[src/hw/reset_clock_mode_pkg.sv]
package reset_clock_mode_pkg;

   // -----------------------------------------------------------------
   // Clock division
   // -----------------------------------------------------------------
   // Oscillator cycles per system clock period
   localparam int OSC_DIV = 2;

   // -----------------------------------------------------------------
   // Sequence timing, in system clock periods
   // -----------------------------------------------------------------
   localparam int RESET_RELEASE_CLKS = 2;
   localparam int STRAP_CHECK_CLKS = 4;
   localparam int WAIT_POLL_CLKS = 5;
   // Fetch start sits 6.5 clocks after release, kept in half clocks
   localparam int FETCH_DELAY_HALF_CLKS = 13;

   // -----------------------------------------------------------------
   // Derived counts in oscillator cycles
   // -----------------------------------------------------------------
   localparam int CNT_W = 4;
   localparam int RESET_RELEASE_CYC = RESET_RELEASE_CLKS * OSC_DIV;
   localparam int STRAP_CHECK_CYC = STRAP_CHECK_CLKS * OSC_DIV;
   localparam int WAIT_POLL_CYC = WAIT_POLL_CLKS * OSC_DIV;
   localparam int FETCH_DELAY_CYC = FETCH_DELAY_HALF_CLKS * OSC_DIV / 2;
   localparam logic [CNT_W-1:0] REL_END = CNT_W'(RESET_RELEASE_CYC - 1);
   localparam logic [CNT_W-1:0] STRAP_END = CNT_W'(STRAP_CHECK_CYC - 1);
   localparam logic [CNT_W-1:0] FETCH_END = CNT_W'(FETCH_DELAY_CYC - 1);
   localparam logic [CNT_W-1:0] POLL_END = CNT_W'(WAIT_POLL_CYC - 1);
   localparam logic [CNT_W-1:0] CNT_ZERO = 4'h0;
   localparam logic [CNT_W-1:0] CNT_ONE = 4'h1;

   // Synchroniser reset levels: request held active, strap pulled up
   localparam logic INIT_SYNC_RST = 1'h0;
   localparam logic STRAP_SYNC_RST = 1'h1;

   // -----------------------------------------------------------------
   // Reset sequence states
   // -----------------------------------------------------------------
   typedef enum logic [1:0] {ST_RESET, ST_RELEASE, ST_RUN} seq_state_type;

endpackage

[src/hw/pin_sync.sv]
`timescale 1ns/1ps
// Two-stage (or deeper) synchroniser for one pin
module pin_sync
   #(parameter int STAGES = 2,
     parameter logic RESET_VAL = 1'h0)
   (
   input wire logic sys_clk,
   input wire logic arst_n,
   input wire logic pin_in,
   output logic pin_sync_out
   );

   logic [STAGES-1:0] chain_reg;
   logic [STAGES-1:0] chain_next;

   // -----------------------------------------------------------------
   // Parameter check
   // -----------------------------------------------------------------
   if (STAGES < 2)
   begin : g_bad_stages
      $error("pin_sync needs at least two stages");
   end

   // -----------------------------------------------------------------
   // Shift chain
   // -----------------------------------------------------------------
   // First stage feeds only the second, nothing else looks at it
   always_comb
   begin
      chain_next = {chain_reg[STAGES-2:0], pin_in};
   end

   always_ff @(posedge sys_clk or negedge arst_n)
   begin
      if (!arst_n)
         chain_reg <= {STAGES{RESET_VAL}};
      else
         chain_reg <= chain_next;
   end

   assign pin_sync_out = chain_reg[STAGES-1];

endmodule // pin_sync

[src/hw/reset_clock_mode_strap.sv]
// Notes on behaviour
// - Reset output is active high, clock aligned, and lasts as long as the request.
// - Reset output falls 2 system clocks after the request release is synchronised and clock aligned.
// - Reset output stays driven during bus hold.
// - System clock is the oscillator divided by two.
// - System clock has 50% duty and runs through reset and bus hold.
// - An active request at once clears all activity and holds the block dormant; it is synchronised.
// - Instruction fetch starts about 6.5 clocks after the request is released.
// - Enhanced mode needs the strap high at release and low four clocks later; else compatible.
// - The strap is made an input while reset is active, with a weak pull-up.
// - In compatible mode a wait instruction stalls if the strap is high.
// - A stalled wait resamples the strap every five clocks and resumes when low.
// - Enabled interrupts are still serviced during a wait stall.
// - In enhanced mode the strap is an active-high coprocessor busy input for float instructions.
`timescale 1ns/1ps
module reset_clock_mode_strap
   import reset_clock_mode_pkg::*;
   (
   input wire logic sys_clk,
   input wire logic arst_n,
   input wire logic init_request_n,
   input wire logic strap_in,
   input wire logic bus_hold,
   input wire logic wait_start,
   input wire logic int_enable,
   input wire logic irq_pending,
   output logic system_clock_out,
   output logic reset_out,
   output logic fetch_start,
   output logic enhanced_mode,
   output logic strap_as_input,
   output logic strap_pull_en,
   output logic wait_stall,
   output logic wait_irq_service,
   output logic fpu_ready
   );

   logic init_sync;
   logic strap_sync;
   logic tick;
   seq_state_type state_reg, state_next;
   logic [CNT_W-1:0] cnt_reg, cnt_next;
   logic [CNT_W-1:0] poll_reg, poll_next;
   logic phase_reg, phase_next;
   logic reset_out_reg, reset_out_next;
   logic fetch_reg, fetch_next;
   logic enhanced_reg, enhanced_next;
   logic strap_first_reg, strap_first_next;
   logic strap_input_reg, strap_input_next;
   logic pull_reg, pull_next;
   logic stall_reg, stall_next;
   logic irq_svc_reg, irq_svc_next;
   logic fpu_ready_reg, fpu_ready_next;

   // -----------------------------------------------------------------
   // Pin synchronisers
   // -----------------------------------------------------------------
   // two stages each
   pin_sync #(.STAGES(2), .RESET_VAL(INIT_SYNC_RST)) u_init_sync
   (
      .sys_clk(sys_clk),
      .arst_n(arst_n),
      .pin_in(init_request_n),
      .pin_sync_out(init_sync)
   );

   pin_sync #(.STAGES(2), .RESET_VAL(STRAP_SYNC_RST)) u_strap_sync
   (
      .sys_clk(sys_clk),
      .arst_n(arst_n),
      .pin_in(strap_in),
      .pin_sync_out(strap_sync)
   );

   // -----------------------------------------------------------------
   // Next-state logic
   // -----------------------------------------------------------------
   // Tick marks the system clock falling edge, one cycle in two
   assign tick = phase_reg;

   always_comb
   begin
      state_next = state_reg;
      cnt_next = cnt_reg;
      poll_next = poll_reg;
      reset_out_next = reset_out_reg;
      enhanced_next = enhanced_reg;
      strap_first_next = strap_first_reg;
      strap_input_next = strap_input_reg;
      stall_next = stall_reg;
      fetch_next = 1'b0;
      // divide by two, toggling every oscillator cycle
      // never gated, so duty stays 50% in reset and hold
      phase_next = ~phase_reg;
      pull_next = 1'b1;
      unique case (state_reg)
         ST_RESET:
         begin
            // held high for the whole request
            reset_out_next = 1'b1;
            // configure strap as input while reset is active
            strap_input_next = 1'b1;
            // Release only on a tick so the count stays clock aligned
            if (init_sync && tick)
            begin
               state_next = ST_RELEASE;
               cnt_next = CNT_ZERO;
               // first strap sample at the request's rising edge
               strap_first_next = strap_sync;
            end
         end
         ST_RELEASE:
         begin
            cnt_next = cnt_reg + CNT_ONE;
            if (cnt_reg == REL_END)
               reset_out_next = 1'b0;
            // a tied-back reset output is low by then
            if (cnt_reg == STRAP_END)
               enhanced_next = strap_first_reg & ~strap_sync;
            // fetch begins 6.5 clocks after release
            if (cnt_reg == FETCH_END)
            begin
               fetch_next = 1'b1;
               state_next = ST_RUN;
            end
         end
         ST_RUN:
         begin
            if (!stall_reg)
            begin
               // compatible mode wait stalls on a high strap
               if (wait_start && !enhanced_reg && strap_sync)
               begin
                  stall_next = 1'b1;
                  poll_next = CNT_ZERO;
               end
            end
            else
            begin
               poll_next = poll_reg + CNT_ONE;
               if (poll_reg == POLL_END)
               begin
                  poll_next = CNT_ZERO;
                  if (!strap_sync)
                     stall_next = 1'b0;
               end
            end
         end
      endcase
      // active request abandons everything at once
      if (!init_sync)
      begin
         state_next = ST_RESET;
         reset_out_next = 1'b1;
         stall_next = 1'b0;
         enhanced_next = 1'b0;
         fetch_next = 1'b0;
      end
      // interrupts still serviced during the stall
      irq_svc_next = stall_next & int_enable & irq_pending;
      // busy high blocks a new coprocessor command
      fpu_ready_next = ~(enhanced_next & strap_sync);
   end

   // -----------------------------------------------------------------
   // Registers
   // -----------------------------------------------------------------
   always_ff @(posedge sys_clk or negedge arst_n)
   begin
      if (!arst_n)
      begin
         state_reg <= ST_RESET;
         cnt_reg <= CNT_ZERO;
         poll_reg <= CNT_ZERO;
         phase_reg <= 1'b0;
         reset_out_reg <= 1'b1;
         fetch_reg <= 1'b0;
         enhanced_reg <= 1'b0;
         strap_first_reg <= 1'b0;
         strap_input_reg <= 1'b0;
         pull_reg <= 1'b0;
         stall_reg <= 1'b0;
         irq_svc_reg <= 1'b0;
         fpu_ready_reg <= 1'b1;
      end
      else
      begin
         state_reg <= state_next;
         cnt_reg <= cnt_next;
         poll_reg <= poll_next;
         phase_reg <= phase_next;
         reset_out_reg <= reset_out_next;
         fetch_reg <= fetch_next;
         enhanced_reg <= enhanced_next;
         strap_first_reg <= strap_first_next;
         strap_input_reg <= strap_input_next;
         pull_reg <= pull_next;
         stall_reg <= stall_next;
         irq_svc_reg <= irq_svc_next;
         fpu_ready_reg <= fpu_ready_next;
      end
   end

   // -----------------------------------------------------------------
   // Outputs
   // -----------------------------------------------------------------
   // reset output has no enable, so bus hold cannot float it
   assign reset_out = reset_out_reg;
   assign system_clock_out = phase_reg;
   assign fetch_start = fetch_reg;
   assign enhanced_mode = enhanced_reg;
   assign strap_as_input = strap_input_reg;
   assign strap_pull_en = pull_reg;
   assign wait_stall = stall_reg;
   assign wait_irq_service = irq_svc_reg;
   assign fpu_ready = fpu_ready_reg;
endmodule // reset_clock_mode_strap
[config.mk]
export PLATFORM = sky130hd
export DESIGN_NAME = reset_clock_mode_strap
export DESIGN_NICKNAME = d
export VERILOG_FILES = /design/src/hw/reset_clock_mode_pkg.sv /design/src/hw/pin_sync.sv /design/src/hw/reset_clock_mode_strap.sv
export SDC_FILE = /design/constraint.sdc
export NUM_CORES = 1
export LEC_CHECK = 0
export BUFFER_PORTS_ARGS = -buffer_cell sky130_fd_sc_hd__buf_4
export CORE_AREA = 5 5 73 75
export DETAILED_ROUTE_END_ITERATION = 10
export DIE_AREA = 0 0 78 80
export GPL_TIMING_DRIVEN = 0
export HOLD_SLACK_MARGIN = 0.02
export PLACE_DENSITY = 0.48
export RECOVER_POWER = 25
export SLEW_MARGIN = 20
export SYNTH_ARGS = -nofsm -noshare
export SYNTH_HDL_FRONTEND = slang
export SYNTH_SLANG_ARGS = --single-unit
export TNS_END_PERCENT = 20
[constraint.sdc]
create_clock -name sys_clk -period 1.5 [get_ports sys_clk]
set_input_delay 0.3 -clock sys_clk [delete_from_list [all_inputs] [get_ports sys_clk]]
set_output_delay 0.3 -clock sys_clk [all_outputs]
set_load 0.02 [all_outputs]
Word-level counts from Yosys, hierarchy flattened
Index checks and enable logic that the tools add are counted.
Word-level totals
  register bits: 24
  output and inout port bits: 9
Operators by class
  add/subtract/negate cells: 2
  eq/ne operators: 11
  muxes and demuxes: 24
  bitwise operators: 7
  reductions and logical operators: 12
Operators by type and width (count)
  $mux 4: 4
  $mux 1: 14
  $ne 3x3->1 const B: 4
  $add 4x1->4 const B: 2
  $eq 4x4->1 const B: 2
  $pmux 4 s2: 1
  $reduce_and 2->1: 4
  $mux 2: 3
  $and 1x1->1: 4
  $eq 4x2->1 const B: 1
  $eq 4x3->1 const B: 1
  $pmux 2 s2: 1
  $reduce_bool 2->1: 2
  $logic_and 1x1->1: 3
  $not 1->1: 3
  $reduce_and 3->1: 1
  $eq 2x1->1 const B: 1
  $eq 2x2->1 const B: 1
  $logic_not 2->1: 1
  $ne 2x2->1 const B: 1
  $pmux 1 s2: 1
  $logic_not 1->1: 1

Depth between registers and ports, before layout
  word-level depth: 9
  depth in mapped cells: 5

Hierarchy
From an unflattened synthesis, not the netlist that was laid out.
Second synthesis, totals
  cells, all modules: 96
  area total of the unflattened synthesis: 1072.3 um2
By module, submodules not included
  reset_clock_mode_strap: times used 1, cells an instance 92, area each 969.7 um2
  pin_sync (u_strap_sync): times used 1, cells an instance 2, area each 52.6 um2
  pin_sync (u_init_sync): times used 1, cells an instance 2, area each 50.0 um2

Worst setup path after synthesis
No wires, ideal clock.
  kind: register -> register
  start: reg poll_reg[1]
  end: reg poll_reg[3]
  setup time: 0.124 ns
  arrival: 1.111 ns
  path slack: 0.265 ns
  cell stages (with the launch flop): 6
  buffers on the path: 0
  period minus slack after synthesis: 1.235 ns
  cell sequence: dfrtp_1 -> inv_1 -> ha_1 -> inv_1 -> o2111a_1 -> a211o_1
On the way
  word-level cells in the longest chain between the ends: 3
  elaborated cells between the ends (all ways): 4
  classes of those cells: add/sub: 1; eq/ne: 1; mux: 2
Ends and longest elaborated chain
  from (decl): RTL line reset_clock_mode_strap.sv:43  | logic [CNT_W-1:0] poll_reg, poll_next;
  from (signal assigned): RTL line reset_clock_mode_strap.sv:190  | poll_reg <= poll_next;
  $add 4x1->4 / $eq 4x4->1 (equally long branches): RTL line reset_clock_mode_strap.sv:140, reset_clock_mode_strap.sv:141
  $mux 4 *: RTL line reset_clock_mode_strap.sv:141  | if (poll_reg == POLL_END)
  $mux 4 *: RTL line reset_clock_mode_strap.sv:129  | if (!stall_reg)
Mark *: on every way between the ends. The rest lies on a longest branch, timed or not.
A chain may end at the register's enable or synchronous reset.

Worst setup path after layout
  start: reg poll_reg[1]
  end: reg poll_reg[0]
On the way
  word-level cells in the longest chain between the ends: 3
Ends and longest elaborated chain (RTL line)
  $eq 4x4->1: reset_clock_mode_strap.sv:141
  $mux 4: reset_clock_mode_strap.sv:141
  $mux 4: reset_clock_mode_strap.sv:129
No other way between the ends.

==> impl_summary.log <==
[metrics] Netlist cell types: 39
[metrics] total clock buffers created by CTS: 3
[metrics] fraction of final layout cells with drive strength greater than 1: 29.5%
[metrics] post-detailed-route via-to-cell ratio: 4.48
[metrics] number of routed nets with antenna violations: 0
[metrics] cell with the biggest individual delay on the critical path: sky130_fd_sc_hd__dfrtp_1
[metrics] FF+latch count, synth: 24
[metrics] gp weighted congestion: 0.781
[metrics] first-pass GRT wire length: 3580 um
[metrics] post-synthesis sequential area ratio: 55.6%
[metrics] number of top-level design ports: 17
[metrics] placed cell count: 161
[metrics] total clock sinks: 24
[metrics] ordered list of cells on the worst path: inv_1, ha_1, nand3b_1, and3_1, mux2_2
[metrics] portion of synthesized cell area occupied by the leading cell type: 45.9%
[metrics] post-CTS setup buffers: 0
[metrics] Clock Tree Root: sky130_fd_sc_hd__clkbuf_8
[metrics] worst IR drop on VDD: 0.000517 V
[metrics] final wirelength: 1980 um
[metrics] routed via count: 744
[metrics] overall die area: 6240 um2
[metrics] leading cell type in the layout, fill and taps excluded: sky130_fd_sc_hd__dfrtp_1
[metrics] Pwr Density: 1070 nW/um2
[metrics] hold depth: 1
[metrics] transition time at the pin with the least slew margin: 0.587 ns
[metrics] slowest cell delay on critical path: 0.42 ns
[metrics] commonest non-fill, non-tap cells in the layout: sky130_fd_sc_hd__dfrtp_1, sky130_fd_sc_hd__buf_4, sky130_fd_sc_hd__inv_1
[metrics] path depth of the worst reg2reg path: 5
[metrics] clock tree from TritonCTS: built
[metrics] FF-to-FF End: poll_reg[0]
[metrics] signal arrival time at the worst endpoint: 1.50 ns
[metrics] residual overflow from global routing: 0
[metrics] CP Max Fanout: 4
[metrics] Yosys warning count: 0
[metrics] hpwl dp: 1490 um
[metrics] total DRC errors in the routed layout: 0
[metrics] status: finished, final reports clean
[metrics] clock-pin slew of the registers on the worst-case setup and hold paths: 0.08 ns
[metrics] clk_lat worst skew: 0.27 ns
[metrics] number of hold-slack violations in the final timing report: 0
[metrics] Detailed Routing Iterations Pass 1: 4
[metrics] worst setup slack for register-to-register paths: 0.16 ns
[metrics] total buffers and inverters traversed by the critical path: 1
[metrics] final std cells w/o fill: 166
[metrics] Post-Place Worst Slack: 0.162 ns
[metrics] crit path capture type: flip-flop
[metrics] cell class contributing the biggest share of worst-path delay: flip-flops
[metrics] maximum number of pins on one net before global-route repair: 25
[metrics] Setup crit start: poll_reg[1]
[metrics] depth of the CTS H-tree: 1
[metrics] setup violation total in the final timing report: 0
[metrics] number of gates resized after cts: 0
[metrics] Vert. Die Dim: 80 um
[metrics] hold-fix buffers at CTS: 1
[metrics] beginning of the worst hold path: strap_in
[metrics] antenna fix cells: 0
[metrics] leakage dissipation: 0.635 nW
[metrics] number of nets in the final layout: 125
[metrics] area growth from synthesis to final layout: 23.8%
[metrics] initial antenna violation count: 0
[metrics] Final period util: 89.4%
[metrics] number of enable flip-flop cells after synthesis: 0
[metrics] setup TNS: 0 ns
[metrics] 1st-iter DRT viols: 32
[metrics] Final Skew: 0.00262 ns
[metrics] Worst Setup Path Type: reg2reg
[metrics] floorplan core area: 4600 um2
[metrics] post-synthesis async set-or-reset flop share: 100%
[metrics] combined global-route utilization of all metal layers: 7.21%
[metrics] required time at the endpoint of the critical path: 1.66 ns
[metrics] count of buffers inserted at the top-level ports: 15
[metrics] maximum clock path buffer count: 2
[metrics] Net Count, Synth: 104
[metrics] area of the mapped netlist: 1090 um2
[metrics] WHS Endpoint: u_strap_sync.chain_reg[0]
[metrics] setup repair after global routing missed its margin: no
[metrics] number of cell rows: 25
[metrics] Total Power Consumption: 0.00144 W
[metrics] max-capacitance violation count: 0
[metrics] max-slew violations: 0
[metrics] cell type with the highest aggregate area in the netlist: sky130_fd_sc_hd__dfrtp_1
[metrics] routed wirelength normalized by instance count: 11.9 um
[metrics] worst min path class: in2reg
[metrics] maximum frequency from static timing analysis: 745 MHz
[metrics] die width: 78 um
[metrics] critical register-to-register path startpoint: poll_reg[1]
[metrics] most instantiated flip-flop cell in the synthesis netlist: sky130_fd_sc_hd__dfrtp_1
[metrics] post-synthesis cell count: 92
[metrics] number of global-route vias before repair: 806
[metrics] post-route setup slack: 0.158 ns
[metrics] mean area per synthesized cell: 11.8 um2
[metrics] kind of start point of the critical path: flip-flop
[metrics] initial standard-cell utilization of the core: 23.7%
[metrics] leading post-synthesis cells by cell area: sky130_fd_sc_hd__dfrtp_1, sky130_fd_sc_hd__dfstp_2, sky130_fd_sc_hd__ha_1, sky130_fd_sc_hd__mux2_2, sky130_fd_sc_hd__a22o_1
[metrics] worst-case headroom to the max-slew limit: 60.9%
[metrics] post-layout minimum cycle time: 1.34 ns
## layout make-up
class | count | area [um2]
Buffer | 3 | 23.8
Clock buffer | 3 | 41.3
Clock inverter | 1 | 30.0
Fill cell | 455 | 3250
Inverter | 8 | 30.0
Multi-Input combinational cell | 57 | 430
Sequential cell | 24 | 606
Tap cell | 54 | 67.6
Timing Repair Buffer | 16 | 120
## worst max-delay path by stage
stage	cells after the start	slack [ns]	end
final	5	0.16	poll_reg[0]
after floorplan	5	0.27	poll_reg[3]
after detailed placement	5	0.16	poll_reg[0]
after global routing	5	0.07	poll_reg[0]
after CTS	5	0.15	poll_reg[0]
after global placement	5	0.18	poll_reg[0]
## where the power goes
group	total, W	internal [W]	switching, W
Clock	0.000563	0.000357	0.000207
Combinational	0.000150	0.0000814	0.0000685
Sequential	0.000724	0.000687	0.0000368
Total	0.00144	0.00113	0.000312
## kinds of logic (layout without fill, tap and decap cells)
| kind of cell | after synthesis | after routing | synth area share [%] |
|---|---|---|---|
| compound gates | 16 | 16 | 11.3 |
| fa+ha+maj | 4 | 4 | 4.59 |
| buf+inv | 11 | 31 | 4.94 |
| flops | 24 | 24 | 55.6 |
| mux | 6 | 6 | 6.08 |
| other cells | 1 | 1 | 0.344 |
| simple gates | 30 | 30 | 17.2 |
## per-layer routing
metal / vias up / GRT usage (%) / part of all wire, %
met4: 0 / 4.22 / 2.8
met5: - / 0 / 0
met3: 5 / 1.69 / 2.9
li1: 361 / - / -
met1: 364 / 8.24 / 44
met2: 14 / 12.2 / 50
## metrics by stage
stage	utilization (%)	hold WS [ns]	cell area, um2
2_1_floorplan	-	0.00441	1090
3_3_place_gp	27.6	0.218	1270
3_5_place_dp	27.6	0.221	1270
4_1_cts	29.4	0.123	1350
5_1_grt	29.3	0.117	1350
6_report	29.3	0.134	1350
## worst reg2reg max path, stage by stage (launching register included)
cell	delay, ns
sky130_fd_sc_hd__dfrtp_1	0.42
sky130_fd_sc_hd__inv_1	0.07
sky130_fd_sc_hd__ha_1	0.18
sky130_fd_sc_hd__nand3b_1	0.11
sky130_fd_sc_hd__and3_1	0.20
sky130_fd_sc_hd__mux2_2	0.26
## synthesized netlist by cell type (2+ instances only)
cell / n
sky130_fd_sc_hd__and3_1: 3
sky130_fd_sc_hd__mux2_2: 4
sky130_fd_sc_hd__nor3_1: 2
sky130_fd_sc_hd__inv_1: 8
sky130_fd_sc_hd__a21oi_1: 2
sky130_fd_sc_hd__nand2b_1: 2
sky130_fd_sc_hd__dfrtp_1: 20
sky130_fd_sc_hd__nor4_1: 2
sky130_fd_sc_hd__nand2_1: 4
sky130_fd_sc_hd__dfstp_2: 4
sky130_fd_sc_hd__nor2_1: 3
sky130_fd_sc_hd__nand3b_1: 2
sky130_fd_sc_hd__a22o_1: 4
sky130_fd_sc_hd__nand3_1: 2
sky130_fd_sc_hd__nor2b_1: 3
sky130_fd_sc_hd__ha_1: 4
No activity file was read; power rests on OpenSTA's default activity.
